<file path="src/oad_map.svh">
// oad_map.svh: numeric constants of the operand address decoder.
// assumes it is included by bare name wherever offsets or counts are needed.
`ifndef OAD_MAP_SVH
`define OAD_MAP_SVH

// prefix bytes that stand in front of an opcode
`define OAD_PFX_SECOND_REG 8'h90
`define OAD_PFX_SECOND_IND 8'h91
`define OAD_PFX_INDIRECT 8'h92

// instruction length pieces, in bytes
`define OAD_LEN_OPCODE 3'h1
`define OAD_LEN_PREFIX 3'h1
`define OAD_LEN_BITREL 3'h1

// page zero high byte and interrupt mask levels
`define OAD_PAGE_ZERO 8'h00
`define OAD_MASK_HIGH 2'h3
`define OAD_MASK_LOW 2'h0
`define OAD_MASK_RESET 2'h3

`endif

</file>
<file path="src/oad_pkg.sv">
// oad_pkg: types shared by the operand address decoder and its users.
// assumes nothing beyond a SystemVerilog compiler.
package oad_pkg;

  // the seventeen addressing modes, in their seven groups
  typedef enum logic [4:0] {
    M_INH = 5'h00,
    M_IMM = 5'h01,
    M_DIR_S = 5'h02,
    M_DIR_L = 5'h03,
    M_IDX_0 = 5'h04,
    M_IDX_S = 5'h05,
    M_IDX_L = 5'h06,
    M_IND_S = 5'h07,
    M_IND_L = 5'h08,
    M_INDX_S = 5'h09,
    M_INDX_L = 5'h0A,
    M_REL_D = 5'h0B,
    M_REL_I = 5'h0C,
    M_BIT_D = 5'h0D,
    M_BIT_I = 5'h0E,
    M_BITREL_D = 5'h0F,
    M_BITREL_I = 5'h10
  } oad_mode_t;

  typedef enum logic [2:0] {
    OP_PLAIN = 3'h0,
    OP_MASK_SET = 3'h1,
    OP_MASK_CLEAR = 3'h2,
    OP_HALT = 3'h3,
    OP_WAIT_IRQ = 3'h4
  } oad_opclass_t;

  typedef struct packed {
    oad_mode_t mode;
    oad_opclass_t opClass;
    logic rmw;
    logic prefixValid;
    logic [7:0] prefixByte;
    logic [15:0] pc;
    logic [7:0] idxPrimary;
    logic [7:0] idxSecond;
  } oad_req_t;

  typedef struct packed {
    logic [15:0] effAddr;
    logic [15:0] relTarget;
    logic [2:0] instrLen;
    logic badMode;
  } oad_result_t;

endpackage : oad_pkg

</file>
<file path="src/oad_decoder.sv">
// oad_decoder: forms instruction length and operand address for each addressing mode.
// assumes a byte read port to program/data memory that answers with memValid,
// and a fetch unit that hands over the opcode's mode, prefix, pc and index registers.
`timescale 1ns/1ns
`default_nettype none
`include "oad_map.svh"

// How it works
// RULE1: seventeen addressing modes in seven groups are decoded from the request.
// RULE2: long forms take extra bytes and cycles and reach all 64 Kbyte.
// RULE3: short forms address page zero only, 0000h to 00FFh; short indexed and short indirect indexed sums reach up to 01FEh.
// RULE4: read-modify-write ops in a long form are flagged as a bad mode.
// RULE5: inherent instructions are one byte, with no operand fetch.
// RULE6: immediate instructions are two bytes, operand right after opcode.
// RULE7: short direct uses one address byte as the page-zero address.
// RULE8: long direct uses a two-byte address word after the opcode.
// RULE9: indexed modes add the selected index register unsigned to the offset.
// RULE10: indexed without offset fetches nothing and uses the index alone.
// RULE11: short indexed sums byte offset and index up to 1FE, no wrap.
// RULE12: long indexed adds the index to a two-byte offset word.
// RULE13: indirect modes read a pointer from memory and use it as address.
// RULE14: short indirect reads a byte pointer from a page-zero address.
// RULE15: long indirect reads a word pointer from a page-zero address.
// RULE16: mask set op raises mask to 3, mask clear op lowers it to 0.
// RULE17: halt stops the oscillator; wait-for-irq idles until an interrupt.
// RULE18: indirect indexed adds the index to a byte or word pointer.
// RULE19: relative direct adds a signed offset byte to the program counter.
// RULE20: relative indirect reads the signed offset from memory.
// RULE21: prefixes 90, 92, 91 select second register, indirect, second indirect.
// RULE22: in a two-byte word the lower address byte is the high byte.
// RULE23: instruction length is reported so fetch skips every operand byte.
module oad_decoder
  import oad_pkg::*;
(
  // clock and reset
  input wire logic mclk,
  input wire logic reset_n,
  // request from fetch
  input wire logic reqValid,
  input wire oad_req_t req,
  output logic reqReady,
  // result to execute and fetch
  output logic resDone,
  output oad_result_t res,
  // memory byte read port
  output logic memReq,
  output logic [15:0] memAddr,
  input wire logic memValid,
  input wire logic [7:0] memData,
  // power and interrupt state
  input wire logic irqPending,
  output logic [1:0] maskLevel,
  output logic oscStop,
  output logic waitIdle
);

  typedef enum logic [5:0] {
    ST_IDLE = 6'h01,
    ST_OPND1 = 6'h02,
    ST_OPND2 = 6'h04,
    ST_PTR1 = 6'h08,
    ST_PTR2 = 6'h10,
    ST_DONE = 6'h20
  } oad_state_t;

  oad_state_t state_r, state_nxt;
  oad_mode_t mode_r;
  oad_opclass_t opClass_r;
  logic [15:0] pc_r, memAddr_r, memAddr_nxt;
  logic [7:0] idx_r, opnd1_r, opnd2_r, ptrHi_r, ptrLo_r;
  logic [2:0] len_r;
  logic rmw_r;
  logic [1:0] maskLevel_r;
  logic oscStop_r, waitIdle_r;
  logic resDone_r;
  oad_result_t res_r;

  // prefix folding: 92 turns direct/offset-indexed/relative/bit forms indirect, 91 turns only offset-indexed forms indirect with the second register
  wire logic pfx2 = req.prefixValid && (req.prefixByte == `OAD_PFX_SECOND_REG);
  wire logic pfx1 = req.prefixValid && (req.prefixByte == `OAD_PFX_SECOND_IND);
  wire logic pfxI = req.prefixValid && (req.prefixByte == `OAD_PFX_INDIRECT);
  oad_mode_t foldMode;
  // RULE21: prefix mode folding
  always_comb begin
    foldMode = req.mode;
    if (pfxI) begin
      case (req.mode)
        M_DIR_S: foldMode = M_IND_S;
        M_DIR_L: foldMode = M_IND_L;
        M_IDX_S: foldMode = M_INDX_S;
        M_IDX_L: foldMode = M_INDX_L;
        M_REL_D: foldMode = M_REL_I;
        M_BIT_D: foldMode = M_BIT_I;
        M_BITREL_D: foldMode = M_BITREL_I;
        default: foldMode = req.mode;
      endcase
    end else if (pfx1) begin
      case (req.mode)
        M_IDX_S: foldMode = M_INDX_S;
        M_IDX_L: foldMode = M_INDX_L;
        default: foldMode = req.mode;
      endcase
    end
  end

  // RULE1: mode groups decide operand bytes
  wire logic twoOpnd = (foldMode == M_DIR_L) || (foldMode == M_IDX_L);
  wire logic noOpnd = (foldMode == M_INH) || (foldMode == M_IDX_0);
  wire logic [2:0] opndLen = noOpnd ? 3'h0 : (twoOpnd ? 3'h2 : 3'h1);
  wire logic bitRel = (foldMode == M_BITREL_D) || (foldMode == M_BITREL_I);
  // RULE23: length counts prefix, opcode, operands
  wire logic [2:0] reqLen = `OAD_LEN_OPCODE + opndLen + (req.prefixValid ? `OAD_LEN_PREFIX : 3'h0)
    + (bitRel ? `OAD_LEN_BITREL : 3'h0);
  // RULE21: second register selection
  wire logic [7:0] reqIdx = (pfx2 || pfx1) ? req.idxSecond : req.idxPrimary;
  wire logic [15:0] opndAddr = req.pc + (req.prefixValid ? 16'h0002 : 16'h0001);

  // decoding of the latched mode
  wire logic ptrMode = (mode_r == M_IND_S) || (mode_r == M_IND_L) || (mode_r == M_INDX_S)
    || (mode_r == M_INDX_L) || (mode_r == M_REL_I) || (mode_r == M_BIT_I) || (mode_r == M_BITREL_I);
  wire logic ptrWord = (mode_r == M_IND_L) || (mode_r == M_INDX_L);
  wire logic longMode = (mode_r == M_DIR_L) || (mode_r == M_IDX_L) || (mode_r == M_IND_L)
    || (mode_r == M_INDX_L);
  wire logic needOpnd2 = (mode_r == M_DIR_L) || (mode_r == M_IDX_L);

  assign reqReady = (state_r == ST_IDLE);
  assign memReq = (state_r == ST_OPND1) || (state_r == ST_OPND2) || (state_r == ST_PTR1)
    || (state_r == ST_PTR2);
  assign memAddr = memAddr_r;
  assign resDone = resDone_r;
  assign res = res_r;
  assign maskLevel = maskLevel_r;
  assign oscStop = oscStop_r;
  assign waitIdle = waitIdle_r;

  // RULE13: pointer fetch sequence
  always_comb begin
    state_nxt = state_r;
    memAddr_nxt = memAddr_r;
    case (state_r)
      ST_IDLE: begin
        if (reqValid) begin
          memAddr_nxt = opndAddr;
          // RULE5: no operand fetch
          state_nxt = noOpnd ? ST_DONE : ST_OPND1;
        end
      end
      ST_OPND1: begin
        if (memValid) begin
          if (needOpnd2) begin
            memAddr_nxt = memAddr_r + 16'h0001;
            state_nxt = ST_OPND2;
          end else if (ptrMode) begin
            // RULE14: pointer address on page zero
            memAddr_nxt = {`OAD_PAGE_ZERO, memData};
            state_nxt = ST_PTR1;
          end else begin
            state_nxt = ST_DONE;
          end
        end
      end
      ST_OPND2: begin
        if (memValid) begin
          state_nxt = ST_DONE;
        end
      end
      ST_PTR1: begin
        if (memValid) begin
          // RULE15: word pointer takes a second byte
          if (ptrWord) begin
            memAddr_nxt = {`OAD_PAGE_ZERO, memAddr_r[7:0] + 8'h01};
            state_nxt = ST_PTR2;
          end else begin
            state_nxt = ST_DONE;
          end
        end
      end
      ST_PTR2: begin
        if (memValid) begin
          state_nxt = ST_DONE;
        end
      end
      ST_DONE: state_nxt = ST_IDLE;
      default: state_nxt = ST_IDLE;
    endcase
  end

  // effective address per mode
  wire logic [15:0] idx16 = {8'h00, idx_r};
  wire logic [15:0] pcNext = pc_r + {13'h0000, len_r};
  wire logic [15:0] ptrWordVal = {ptrHi_r, ptrLo_r};
  wire logic [15:0] ptrByteVal = {`OAD_PAGE_ZERO, ptrHi_r};
  oad_result_t res_nxt;
  always_comb begin
    res_nxt = res_r;
    res_nxt.instrLen = len_r;
    res_nxt.relTarget = pcNext;
    // RULE4: long forms refused for read-modify-write
    res_nxt.badMode = rmw_r && longMode;
    case (mode_r)
      M_INH: res_nxt.effAddr = 16'h0000;
      // RULE6: operand sits right after opcode
      M_IMM: res_nxt.effAddr = pc_r + {13'h0000, len_r} - 16'h0001;
      // RULE7: short direct, RULE3 page zero
      M_DIR_S, M_BIT_D, M_BITREL_D: res_nxt.effAddr = {`OAD_PAGE_ZERO, opnd1_r};
      // RULE8: long direct, RULE22 high byte first, RULE2 full space
      M_DIR_L: res_nxt.effAddr = {opnd1_r, opnd2_r};
      // RULE10: index alone
      M_IDX_0: res_nxt.effAddr = idx16;
      // RULE11: 9-bit sum kept, RULE9 unsigned add
      M_IDX_S: res_nxt.effAddr = {`OAD_PAGE_ZERO, opnd1_r} + idx16;
      // RULE12: long offset plus index
      M_IDX_L: res_nxt.effAddr = {opnd1_r, opnd2_r} + idx16;
      // RULE14: byte pointer
      M_IND_S, M_BIT_I, M_BITREL_I: res_nxt.effAddr = ptrByteVal;
      // RULE15: word pointer
      M_IND_L: res_nxt.effAddr = ptrWordVal;
      // RULE18: pointer plus index
      M_INDX_S: res_nxt.effAddr = ptrByteVal + idx16;
      M_INDX_L: res_nxt.effAddr = ptrWordVal + idx16;
      // RULE19: signed offset from operand byte
      M_REL_D: begin
        res_nxt.effAddr = pcNext;
        res_nxt.relTarget = pcNext + {{8{opnd1_r[7]}}, opnd1_r};
      end
      // RULE20: signed offset read from memory
      M_REL_I: begin
        res_nxt.effAddr = ptrByteVal;
        res_nxt.relTarget = pcNext + {{8{ptrHi_r[7]}}, ptrHi_r};
      end
      default: res_nxt.effAddr = 16'h0000;
    endcase
  end

  always_ff @(posedge mclk) begin
    if (!reset_n) begin
      state_r <= ST_IDLE;
      memAddr_r <= 16'h0000;
    end else begin
      state_r <= state_nxt;
      memAddr_r <= memAddr_nxt;
    end
  end

  // request capture
  always_ff @(posedge mclk) begin
    if (!reset_n) begin
      mode_r <= M_INH;
      opClass_r <= OP_PLAIN;
      pc_r <= 16'h0000;
      idx_r <= 8'h00;
      len_r <= 3'h0;
      rmw_r <= 1'b0;
    end else if (reqReady && reqValid) begin
      mode_r <= foldMode;
      opClass_r <= req.opClass;
      pc_r <= req.pc;
      idx_r <= reqIdx;
      len_r <= reqLen;
      rmw_r <= req.rmw;
    end
  end

  // operand and pointer bytes; the first fetched byte of a two-byte word lands in the high byte
  always_ff @(posedge mclk) begin
    if (!reset_n) begin
      opnd1_r <= 8'h00;
      opnd2_r <= 8'h00;
      ptrHi_r <= 8'h00;
      ptrLo_r <= 8'h00;
    end else if (memValid) begin
      if (state_r == ST_OPND1) opnd1_r <= memData;
      if (state_r == ST_OPND2) opnd2_r <= memData;
      // RULE22: first pointer byte is high
      if (state_r == ST_PTR1) ptrHi_r <= memData;
      if (state_r == ST_PTR2) ptrLo_r <= memData;
    end
  end

  // result is formed in the done state, once the last fetched byte and the request have landed
  always_ff @(posedge mclk) begin
    if (!reset_n) begin
      res_r <= '0;
      resDone_r <= 1'b0;
    end else begin
      resDone_r <= (state_r == ST_DONE);
      if (state_r == ST_DONE) res_r <= res_nxt;
    end
  end

  // mask and power state act when the instruction completes; reset leaves the mask raised
  wire logic doneOp = (state_r == ST_DONE);
  always_ff @(posedge mclk) begin
    if (!reset_n) begin
      maskLevel_r <= `OAD_MASK_RESET;
      oscStop_r <= 1'b0;
      waitIdle_r <= 1'b0;
    end else begin
      // RULE16: mask set and clear
      if (doneOp && opClass_r == OP_MASK_SET) maskLevel_r <= `OAD_MASK_HIGH;
      else if (doneOp && opClass_r == OP_MASK_CLEAR) maskLevel_r <= `OAD_MASK_LOW;
      // RULE17: halt and wait, left by an interrupt
      if (doneOp && opClass_r == OP_HALT) oscStop_r <= 1'b1;
      else if (irqPending) oscStop_r <= 1'b0;
      if (doneOp && opClass_r == OP_WAIT_IRQ) waitIdle_r <= 1'b1;
      else if (irqPending) waitIdle_r <= 1'b0;
    end
  end

  property p_inh_len;
    @(posedge mclk) disable iff (!reset_n)
    reqReady && reqValid && req.mode == M_INH && !req.prefixValid |-> ##2 resDone && res.instrLen == 3'h1;
  endproperty
  a_inh_len: assert property (p_inh_len) else $error("inherent length not one"); // RULE5

  property p_imm_len;
    @(posedge mclk) disable iff (!reset_n)
    resDone && mode_r == M_IMM |-> (res.instrLen == 3'h2 || res.instrLen == 3'h3)
      && res.effAddr == pc_r + {13'h0000, res.instrLen} - 16'h0001;
  endproperty
  a_imm_len: assert property (p_imm_len) else $error("immediate operand address wrong"); // RULE6

  property p_dir_page0;
    @(posedge mclk) disable iff (!reset_n)
    resDone && mode_r == M_DIR_S |-> res.effAddr[15:8] == 8'h00 && res.effAddr[7:0] == opnd1_r;
  endproperty
  a_dir_page0: assert property (p_dir_page0) else $error("short direct left page zero"); // RULE7

  property p_idx0_nofetch;
    @(posedge mclk) disable iff (!reset_n)
    reqReady && reqValid && req.mode == M_IDX_0 |=> !memReq ##1 resDone && !memReq;
  endproperty
  a_idx0_nofetch: assert property (p_idx0_nofetch) else $error("indexed no offset fetched"); // RULE10

  property p_idx_s_range;
    @(posedge mclk) disable iff (!reset_n)
    resDone && mode_r == M_IDX_S |-> res.effAddr <= 16'h01FE && res.effAddr == {8'h00, opnd1_r} + idx16;
  endproperty
  a_idx_s_range: assert property (p_idx_s_range) else $error("short indexed sum wrong"); // RULE11

  property p_mask_set;
    @(posedge mclk) disable iff (!reset_n)
    resDone && opClass_r == OP_MASK_SET |=> maskLevel == 2'h3;
  endproperty
  a_mask_set: assert property (p_mask_set) else $error("mask not raised to 3"); // RULE16

  property p_rmw_long;
    @(posedge mclk) disable iff (!reset_n)
    resDone && rmw_r && (mode_r == M_DIR_L || mode_r == M_IDX_L) |-> res.badMode;
  endproperty
  a_rmw_long: assert property (p_rmw_long) else $error("long rmw not flagged"); // RULE4

  property p_mem_hold;
    @(posedge mclk) disable iff (!reset_n)
    memReq && !memValid |=> memReq && $stable(memAddr);
  endproperty
  a_mem_hold: assert property (p_mem_hold) else $error("memory request dropped"); // RULE13

  property p_word_msb;
    @(posedge mclk) disable iff (!reset_n)
    resDone && mode_r == M_IND_L |-> res.effAddr == {ptrHi_r, ptrLo_r};
  endproperty
  a_word_msb: assert property (p_word_msb) else $error("word pointer byte order wrong"); // RULE22

  property p_rel_target;
    @(posedge mclk) disable iff (!reset_n)
    resDone && mode_r == M_REL_D |-> res.relTarget == pcNext + {{8{opnd1_r[7]}}, opnd1_r};
  endproperty
  a_rel_target: assert property (p_rel_target) else $error("relative target wrong"); // RULE19

endmodule : oad_decoder
`default_nettype wire

</file>
<file path="config.mk">
export PLATFORM = sky130hd
export DESIGN_NAME = oad_decoder
export DESIGN_NICKNAME = d
export VERILOG_FILES = /design/src/oad_pkg.sv /design/src/oad_decoder.sv
export VERILOG_INCLUDE_DIRS = /design/src
export SDC_FILE = /design/constraint.sdc
export NUM_CORES = 1
export LEC_CHECK = 0
export BUFFER_PORTS_ARGS = -buffer_cell sky130_fd_sc_hd__buf_2
export CAP_MARGIN = 0
export CELL_PAD_IN_SITES_DETAIL_PLACEMENT = 1
export CELL_PAD_IN_SITES_GLOBAL_PLACEMENT = 1
export CORE_MARGIN = 2
export CORE_UTILIZATION = 35
export CTS_CLUSTER_SIZE = 20
export DETAILED_ROUTE_END_ITERATION = 6
export GPL_ROUTABILITY_DRIVEN = 1
export HOLD_SLACK_MARGIN = 0.15
export PLACE_DENSITY = 0.72
export SKIP_LAST_GASP = 1
export SYNTH_ARGS = -nofsm -noshare
export SYNTH_HDL_FRONTEND = slang
export SYNTH_SLANG_ARGS = --single-unit
</file>
<file path="constraint.sdc">
create_clock -name mclk -period 5.62 [get_ports mclk]
set_input_delay 0.562 -clock mclk [delete_from_list [all_inputs] [get_ports mclk]]
set_output_delay 0.562 -clock mclk [all_outputs]
set_load 0.03 [all_outputs]
</file>
; ---- Yosys cells after proc, flatten, opt, wreduce, memory -nomap -nowiden
; Index checks and enable logic that the tools add are counted.
[word_totals]
elab_cells = 153
romBits = 0
latch_bits = 0
reg_bits = 131
memories = 0
out_inout_bits = 59
mem_bits_rw = 0
[classes]
n_mul = 0
n_eq_ne = 47
mux = 31
div_mod_pow = 0
reduce_logical = 40
shift = 0
magnitude_cmp = 0
addsub = 14
bitwise_logic = 1
[op_table]
columns = operator, count
row1 = $pmux W16 S11, 1
row2 = $mux W16, 6
row3 = $eq A5 B4 Y1 const B, 12
row4 = $mux W6, 8
row5 = $pmux W16 S3, 1
row6 = $eq A5 B3 Y1 const B, 8
row7 = $pmux W5 S7, 1
row8 = $add A16 B16 Y16, 2
row9 = $add A16 B8 Y16, 2
row10 = $pmux W16 S2, 1
row11 = $eq A5 B2 Y1 const B, 5
row12 = $eq A8 B8 Y1 const B, 3
row13 = $pmux W6 S4, 1
row14 = $add A8 B8 Y9, 2
row15 = $logic_or A1 B1 Y1, 17
row16 = $add A16 B1 Y16 const B, 1
row17 = $add A16 B2 Y16, 1
row18 = $add A16 B3 Y16, 1
row19 = $sub A16 B1 Y16 const B, 1
row20 = $eq A5 B5 Y1 const B, 2
row21 = $mux W5, 2
row22 = $pmux W5 S2, 1
row23 = $logic_and A1 B1 Y1, 9
row24 = $add A8 B1 Y8 const B, 1
row25 = other kinds (28), 44

; ---- Logic depth before layout (Yosys ltp)
; Gate-level depths: netlist of the first run.
[logic_depth]
depth_word = 11
ltp_mapped = 17
depth_no_buf = 16

; ---- Worst setup path before layout of the first run
; No wires, ideal clock.
[synth_timing]
kind = register to register
start = register mode_r[1]
end = register res_r (netlist bit res[33])
t_arrival_ps = 3481
stages_incl_launch_ff = 16
path_slack_ps = 2005
path_cell_list = dfxtp_1 -> buf_2 -> nor2b_1 -> nand2_1 -> clkbuf_1 -> clkbuf_1 -> mux2_2 -> ha_1 -> a211oi_1 -> o211ai_1 -> a31oi_1 -> nand2b_1 -> a21oi_1 -> xnor2_1 -> a221oi_1 -> a211oi_1
[synth_between]
elab_chain_len = 3
word_cells_on_any_way = 19
classes_between = eq/ne (16) / mux (1) / reduce/logical (2)
[synth_lines]
columns = element, line_no
row1 = from (decl), oad_decoder.sv:67  ; oad_mode_t mode_r;
row2 = from (signal assigned), oad_decoder.sv:255  ; mode_r <= foldMode;
row3 = $eq A5 B3 Y1 (tied with other cells), oad_decoder.sv:200  ; case (mode_r)
row4 = $reduce_or A4 Y1 (no source line) or $reduce_or A3 Y1 (tied branches), --
row5 = $pmux W16 S11 (*), oad_decoder.sv:200
row6 = to (signal assigned), oad_decoder.sv:287  ; if (state_r == ST_DONE) res_r <= res_nxt;
row7 = to (decl), oad_decoder.sv:76  ; oad_result_t res_r;
; Every way passes the cells marked *; elsewhere a longest branch is shown, timed or not.
; A chain may end at the register's enable or synchronous reset.

; ---- Worst setup path after layout of the first run
[layout_timing]
start = register mode_r[3]
end = register res_r (netlist bit res[33])
; The elaborated chain is that of the path after synthesis.

==> results of run 1 <==
==> where the power goes <==
group | internal, W | switching [W] | total (W)
Combinational | 0.000188 | 0.000342 | 0.000530
Sequential | 0.000957 | 0.0000635 | 0.00102
Clock | 0.000790 | 0.000465 | 0.00125
==> flip-flops by register name, indices dropped and copies added (netlist names), 6 cells and up <==
signal and flops:
res 36, memAddr 16, pc_r 16, idx_r 8, opnd1_r 8, opnd2_r 8, ptrHi_r 8, ptrLo_r 8
state_r 6
==> critical path, cell delays in order (launching register included) <==
cell	delay, ns
dfxtp_1	0.86
nor3b_2	0.45
nand2_1	0.50
mux2_2	0.46
ha_1	0.30
a211oi_1	0.28
o211ai_1	0.15
a31oi_1	0.48
nand2b_1	0.22
a21oi_1	0.07
xnor2_1	0.13
a221oi_1	0.27
a211oi_1	0.11
==> per-stage QoR <==
| stage | setup slack (ns) | hold slack (ns) | std cells |
|---|---|---|---|
| after floorplan | 2.01 | 0.432 | 1248 |
| after global placement | 1.39 | 0.444 | 1655 |
| after detailed placement | 1.30 | 0.457 | 1655 |
| after CTS | 1.28 | 0.374 | 1686 |
| after global routing | 0.858 | 0.379 | 1686 |
| final | 1.19 | 0.385 | 1686 |
==> cell families after synthesis <==
logic type,count (synthesis),share of synthesized area [%]
adder cells (fa/ha/maj),50,7.00
flip-flops,130,27.2
buffers and inverters,111,4.63
XOR/XNOR,67,6.13
AO/OA/AOI/OAI,337,23.2
multiplexers,59,6.49
AND/OR/NAND/NOR,494,25.3
==> final timing paths <==
path         slack, ns            to  cells after the start
min               0.39  opClass_r[2]                      3
max               1.19       res[33]                     12
min reg2reg       0.46        res[3]                      2
max reg2reg       1.19       res[33]                     12
==> layout by cell type, fill, tap and decap left out, types with 8 or more instances in the layout <==
master / synthesis / final
nand2_1: 152 / 152
dfxtp_1: 130 / 130
nor2_1: 126 / 126
buf_2: 16 / 121
a21oi_1: 115 / 115
o21ai_0: 58 / 57
nand3_1: 50 / 50
xnor2_1: 47 / 47
ha_1: 44 / 44
inv_1: 36 / 35
mux2i_1: 34 / 34
a211oi_1: 28 / 28
nor3_1: 27 / 26
mux2_2: 25 / 25
and3_1: 22 / 22
xor2_1: 20 / 20
buf_4: 1 / 20
nand4_1: 19 / 19
a22oi_1: 17 / 17
clkbuf_16: 0 / 17
nand2b_1: 14 / 14
a21o_1: 13 / 13
and2_1: 14 / 13
a31oi_1: 13 / 13
nor2b_1: 11 / 11
a221oi_1: 11 / 11
or3_1: 10 / 10
nor3b_1: 9 / 8
a311oi_1: 8 / 8
==> cell type report <==
cell class                      count  area (um^2)  area share [%]
Timing Repair Buffer              141          756            6.80
Clock inverter                     12          206            1.86
Sequential cell                   130         2600            23.4
Multi-Input combinational cell   1007         6550            58.9
Clock buffer                       19          433            3.90
Inverter                           36          136            1.23
Tap cell                          341          427            3.84
==> layer usage <==
metal | vias up | share of wire [%] | global-route usage, %
met1 | 4878 | 47 | 34.5
li1 | 4705 | - | -
met3 | 71 | 5.6 | 4.01
met2 | 324 | 45 | 40.1
met4 | 0 | 2.6 | 7.92
met5 | - | 0 | 0
==> qor.yml, run 1 <==
floorplan:
  die-height_um: 169
  fp.dieW_um: 169
  ioPinCount: 122
  die_area_um2: 28700
  initial_core_util_pct: 35.6
  floorplan.rows: 60
  coreArea_um2: 26900
clock_tree:
  cts_root_buffer: "clkbuf_16"
  cts_inserted_buffers: 17
  clock_sinks: 130
  cts_hold_repair_buffers: 0
  cts_tree: "yes"
  cts_setup_buffers: 0
  clock_slew_seen_by_the_registers_of_the_worst_setup_and_hold_paths_ns: 0.06
  h-tree-depth: 4
  cts-root-to-sink-buffers: 2
  cts_resized: 0
  clkLatencyLatePin_ns: 0.43
global_route:
  grt_overflow: 0
  grt_pass1_vias: 10100
  grt_usage_pct: 25.0
  initial_antenna_violation_count: 0
  grt_first_pass_wirelength_um: 56600
  grt_start_max_net_pins: 99
synth:
  avgSynthCellArea_um2: 7.67
  top_cells_by_area_in_the_synthesized_netlist: "dfxtp_1, a21oi_1, nand2_1"
  syn_inst: 1248
  yosys_warnings: 0
  synth_edf_count: 0
  synth_fp_nets: 1361
  synthFlopType: "dfxtp_1"
  netlist-cell-type-count: 78
  synth_top_cell_area_share_pct: 27.2
  synth.yosys.seq_area_share_pct: 27.2
  postSynthRegisterBits: 130
  yosys-top-cells-count: "nand2_1, dfxtp_1, nor2_1"
  yosysMostFrequentCell: "nand2_1"
  netlist.top_cell.by_area: "dfxtp_1"
  async_flop_share_pct: 0
  mapped_cell_area_um2: 9580
final_layout:
  finish.net_count: 1446
  antenna-diode-count: 0
  syn_to_final_growth_pct: 16.0
  finish.utilization_pct: 41.3
  drive_above_1_share_pct: 16.7
  fillCellCount: 3352
  postLayoutCellArea_um2: 11100
critical_path:
  worstSetupPathType: "reg2reg"
  worstSetupEndpointType: "register"
  critical_path.max_fanout: 25
  critPathLaunchType: "register"
  worst_r2r_startpoint: "mode_r[3]"
  crit_required_ns: 5.91
  worstSetupStartpoint: "mode_r[3]"
  cp.arrival_ns: 4.71
min_path:
  holdCritStartpoint: "req[44]"
  timing.hold.worst.class: "in2reg"
sta:
  timing.final.hold_violations: 0
  finalWorstPathRequiredPeriod_ns: 4.43
  worst_pin_slew_ns: 1.18
  slew_headroom_pct: 21.2
  setup_viol: 0
  fin_skew_ns: 0.00951
  unrepaired_setup_endpoints_after_global_routing: "no"
  fin_tns_setup_ns: 0
  fmaxAchievable_mhz: 226
  period_share_pct: 78.8
  slew_viol_final: 0
placement:
  detailedPlacementHpwl_um: 26200
  globalplace.congestion: 0.940
  post_dp_cell_area_um2: 10500
  portBuffers: 121
pwr:
  total_leakage_power_nw: 4.57
  pwr_density_cell_nw_per_um2: 253
  power_w: 0.00281
  max-vdd-ir-drop_v: 0.000186
route:
  detail_route.wl_per_cell_um: 21.2
  route.antenna.remaining_nets: 0
  drt_iter0_markers: 670
  drt_drc_violations_left: 0
  detailroute.via_count: 9978
  detail_route.wirelength_um: 35700
  first_pass_iters: 5
  vias_per_cell: 5.92
status:
  outcome: "finished, final reports clean"
job:
  timing.max_cap.violations: 0
Power figures use the tool's default switching activity.
==> run 2: changes to the inputs <==
==> constraint.sdc (replaced) <==
create_clock -name mclk -period 4.65 [get_ports mclk]
set_input_delay 0.465 -clock mclk [delete_from_list [all_inputs] [get_ports mclk]]
set_output_delay 0.465 -clock mclk [all_outputs]
set_load 0.03 [all_outputs]
==> run 2 against run 1 <==
Setup slack got worse by 0.61 ns. Combinational power grew 24%. Fmax is 8.8% higher. Final area up 0.27%. Worst hold slack got worse by 0.11 ns. Total power grew 16%. Critical endpoint is now res[18]. Largest cell class unchanged. Highest routed layer unchanged.
==> qor.yml, run 2 (same netlist as run 1, synthesis figures left out) <==
route:
  drt_drc_violations_left: 0  # unchanged
  detailroute.via_count: 10100  # +0.73%
  detail_route.wirelength_um: 35600  # -0.41%
  route.antenna.remaining_nets: 0  # unchanged
  vias_per_cell: 5.92  # about the same
  first_pass_iters: 5  # unchanged
  detail_route.wl_per_cell_um: 20.9  # -1.2%
  drt_iter0_markers: 686  # +2.4%
placement:
  portBuffers: 121  # unchanged
  numPlacedInstances: 1667  # +0.73%
  place_ws_ns: 0.611  # -0.692 ns
  detailedPlacementHpwl_um: 26700  # +2.0%
  globalplace.congestion: 0.929  # -1.2%
sta:
  fmaxAchievable_mhz: 246  # +8.8%
  timing.hold.ws_ns: 0.276  # -0.109 ns
  finalWorstPathRequiredPeriod_ns: 4.07  # -0.358 ns
  slew_headroom_pct: 23.2  # +2.0 points
  period_share_pct: 87.5  # +8.7 points
  fin_skew_ns: 0.0109  # +0.00143 ns
  slew_viol_final: 0  # unchanged
  fin_tns_setup_ns: 0  # unchanged
  setup_viol: 0  # unchanged
  unrepaired_setup_endpoints_after_global_routing: "no"
  timing.final.hold_violations: 0  # unchanged
  worst_pin_slew_ns: 1.14  # -0.0394 ns
  postLayoutSetupSlackWorst_ns: 0.581  # -0.612 ns
final_layout:
  finish.net_count: 1458  # +0.83%
  drive_above_1_share_pct: 17.6  # +0.87 points
  antenna-diode-count: 0  # unchanged
  registers.top_by_ff_count: "res"
  number_of_flip_flops_in_the_largest_register: 36  # unchanged
  fin_cells: 1699  # +0.77%
  final_common_cell: "nand2_1"
  syn_to_final_growth_pct: 16.3
  layout.cells.most_common_list: "nand2_1, dfxtp_1, nor2_1, buf_2, a21oi_1"
clock_tree:
  clock_sinks: 130  # unchanged
  cts_tree: "yes"
  cts_setup_buffers: 0  # unchanged
  clkLatencyLatePin_ns: 0.43  # about the same
  clock_slew_seen_by_the_registers_of_the_worst_setup_and_hold_paths_ns: 0.07  # about the same
  cts-root-to-sink-buffers: 2  # unchanged
  cts_inserted_buffers: 17  # unchanged
  cts_root_buffer: "clkbuf_16"
  cts_hold_repair_buffers: 0  # unchanged
  cts_resized: 0  # unchanged
  h-tree-depth: 4  # unchanged
critical_path:
  worst_r2r_startpoint: "mode_r[0]"
  crit_required_ns: 4.95  # -0.96 ns
  rr_worst_depth: 14  # +2
  worst-r2r-setup-slack_ns: 0.58  # -0.61 ns
  critical_path.max_fanout: 14  # -44%
  worstSetupPathType: "reg2reg"
  cp.arrival_ns: 4.37  # -0.34 ns
  worstSetupEndpointType: "register"
  critPathLaunchType: "register"
  r2r-end: "res[18]"
floorplan:
  die_area_um2: 28700  # unchanged
  initial_core_util_pct: 35.6  # unchanged
  ioPinCount: 122  # unchanged
  coreArea_um2: 26900  # unchanged
  die-height_um: 169  # unchanged
  fp.dieW_um: 169  # unchanged
  floorplan.rows: 60  # unchanged
pwr:
  max-vdd-ir-drop_v: 0.000220  # +18%
  pwr_density_cell_nw_per_um2: 292  # +16%
  total_leakage_power_nw: 4.60  # +0.70%
global_route:
  grt_start_max_net_pins: 65  # -34%
  grt_overflow: 0  # unchanged
  grt_usage_pct: 24.9  # -0.12 points
  initial_antenna_violation_count: 0  # unchanged
  grt_pass1_vias: 9879  # -2.4%
  grt_first_pass_wirelength_um: 56200  # -0.63%
min_path:
  min_to: "opClass_r[0]"
  hold_depth: 3  # unchanged
  timing.hold.worst.class: "in2reg"
  holdCritStartpoint: "req[42]"
status:
  outcome: "finished, final reports clean"
job:
  timing.max_cap.violations: 0  # unchanged
run 2: report_power, final:
part | switching (W) | internal, W | leakage [nW] | total [W]
sequential | 0.0000638 | 0.00116 | 1.06 | 0.00122
clock | 0.000596 | 0.000777 | 0.280 | 0.00137
combinational | 0.000424 | 0.000232 | 3.27 | 0.000656
run 2: area by class of cell:
| cell class | count | area, um^2 |
|---|---|---|
| repair buffers | 153 | 846 |
| multi-input cells | 1007 | 6550 |
| inverters | 36 | 136 |
| clock buffers | 20 | 457 |
| fillers | 3340 | 15700 |
| flip-flops and latches | 130 | 2600 |
| well taps | 341 | 427 |
| clock inverters | 12 | 123 |
run 2: worst max-delay path by stage:
stage          startpoint      end  slack (ns)
6_report        mode_r[0]  res[18]        0.58
5_1_grt         mode_r[0]  res[18]        0.27
4_1_cts         mode_r[0]  res[18]        0.61
3_5_place_dp    mode_r[0]  res[18]        0.61
3_3_place_gp    mode_r[0]  res[18]        0.73
2_1_floorplan   mode_r[1]  res[33]        1.04
run 2: stage by stage:
step | utilization, % | instance area (um^2) | power (W)
3_5_place_dp | 39.3 | 10600 | 0.00189
3_3_place_gp | 39.3 | 10600 | 0.00187
2_1_floorplan | - | 9580 | 0.00167
5_1_grt | 41.4 | 11100 | 0.00338
6_report | 41.4 | 11100 | 0.00325
4_1_cts | 41.4 | 11100 | 0.00326
run 2: worst max-delay path: stages, from the launching register on:
cell and delay (ns):
dfxtp_1 0.45, or2_1 0.39, nor2_1 0.54, mux2_2 0.41, ha_1 0.20, inv_1 0.07
fa_1 0.21, nor2b_1 0.08, o31a_1 0.28, o21a_1 0.23, o311a_1 0.34, o41ai_2 0.28
o21ai_0 0.15, xnor2_1 0.16, o221ai_1 0.13
run 2: routing by layer:
| metal | vias up | global-route usage, % | share of wire, % |
|---|---|---|---|
| met3 | 85 | 3.68 | 5.8 |
| met4 | 0 | 9.77 | 3.5 |
| met2 | 342 | 39.7 | 45 |
| met1 | 4896 | 33.9 | 45 |
| met5 | - | 0 | 0 |
| li1 | 4728 | - | - |
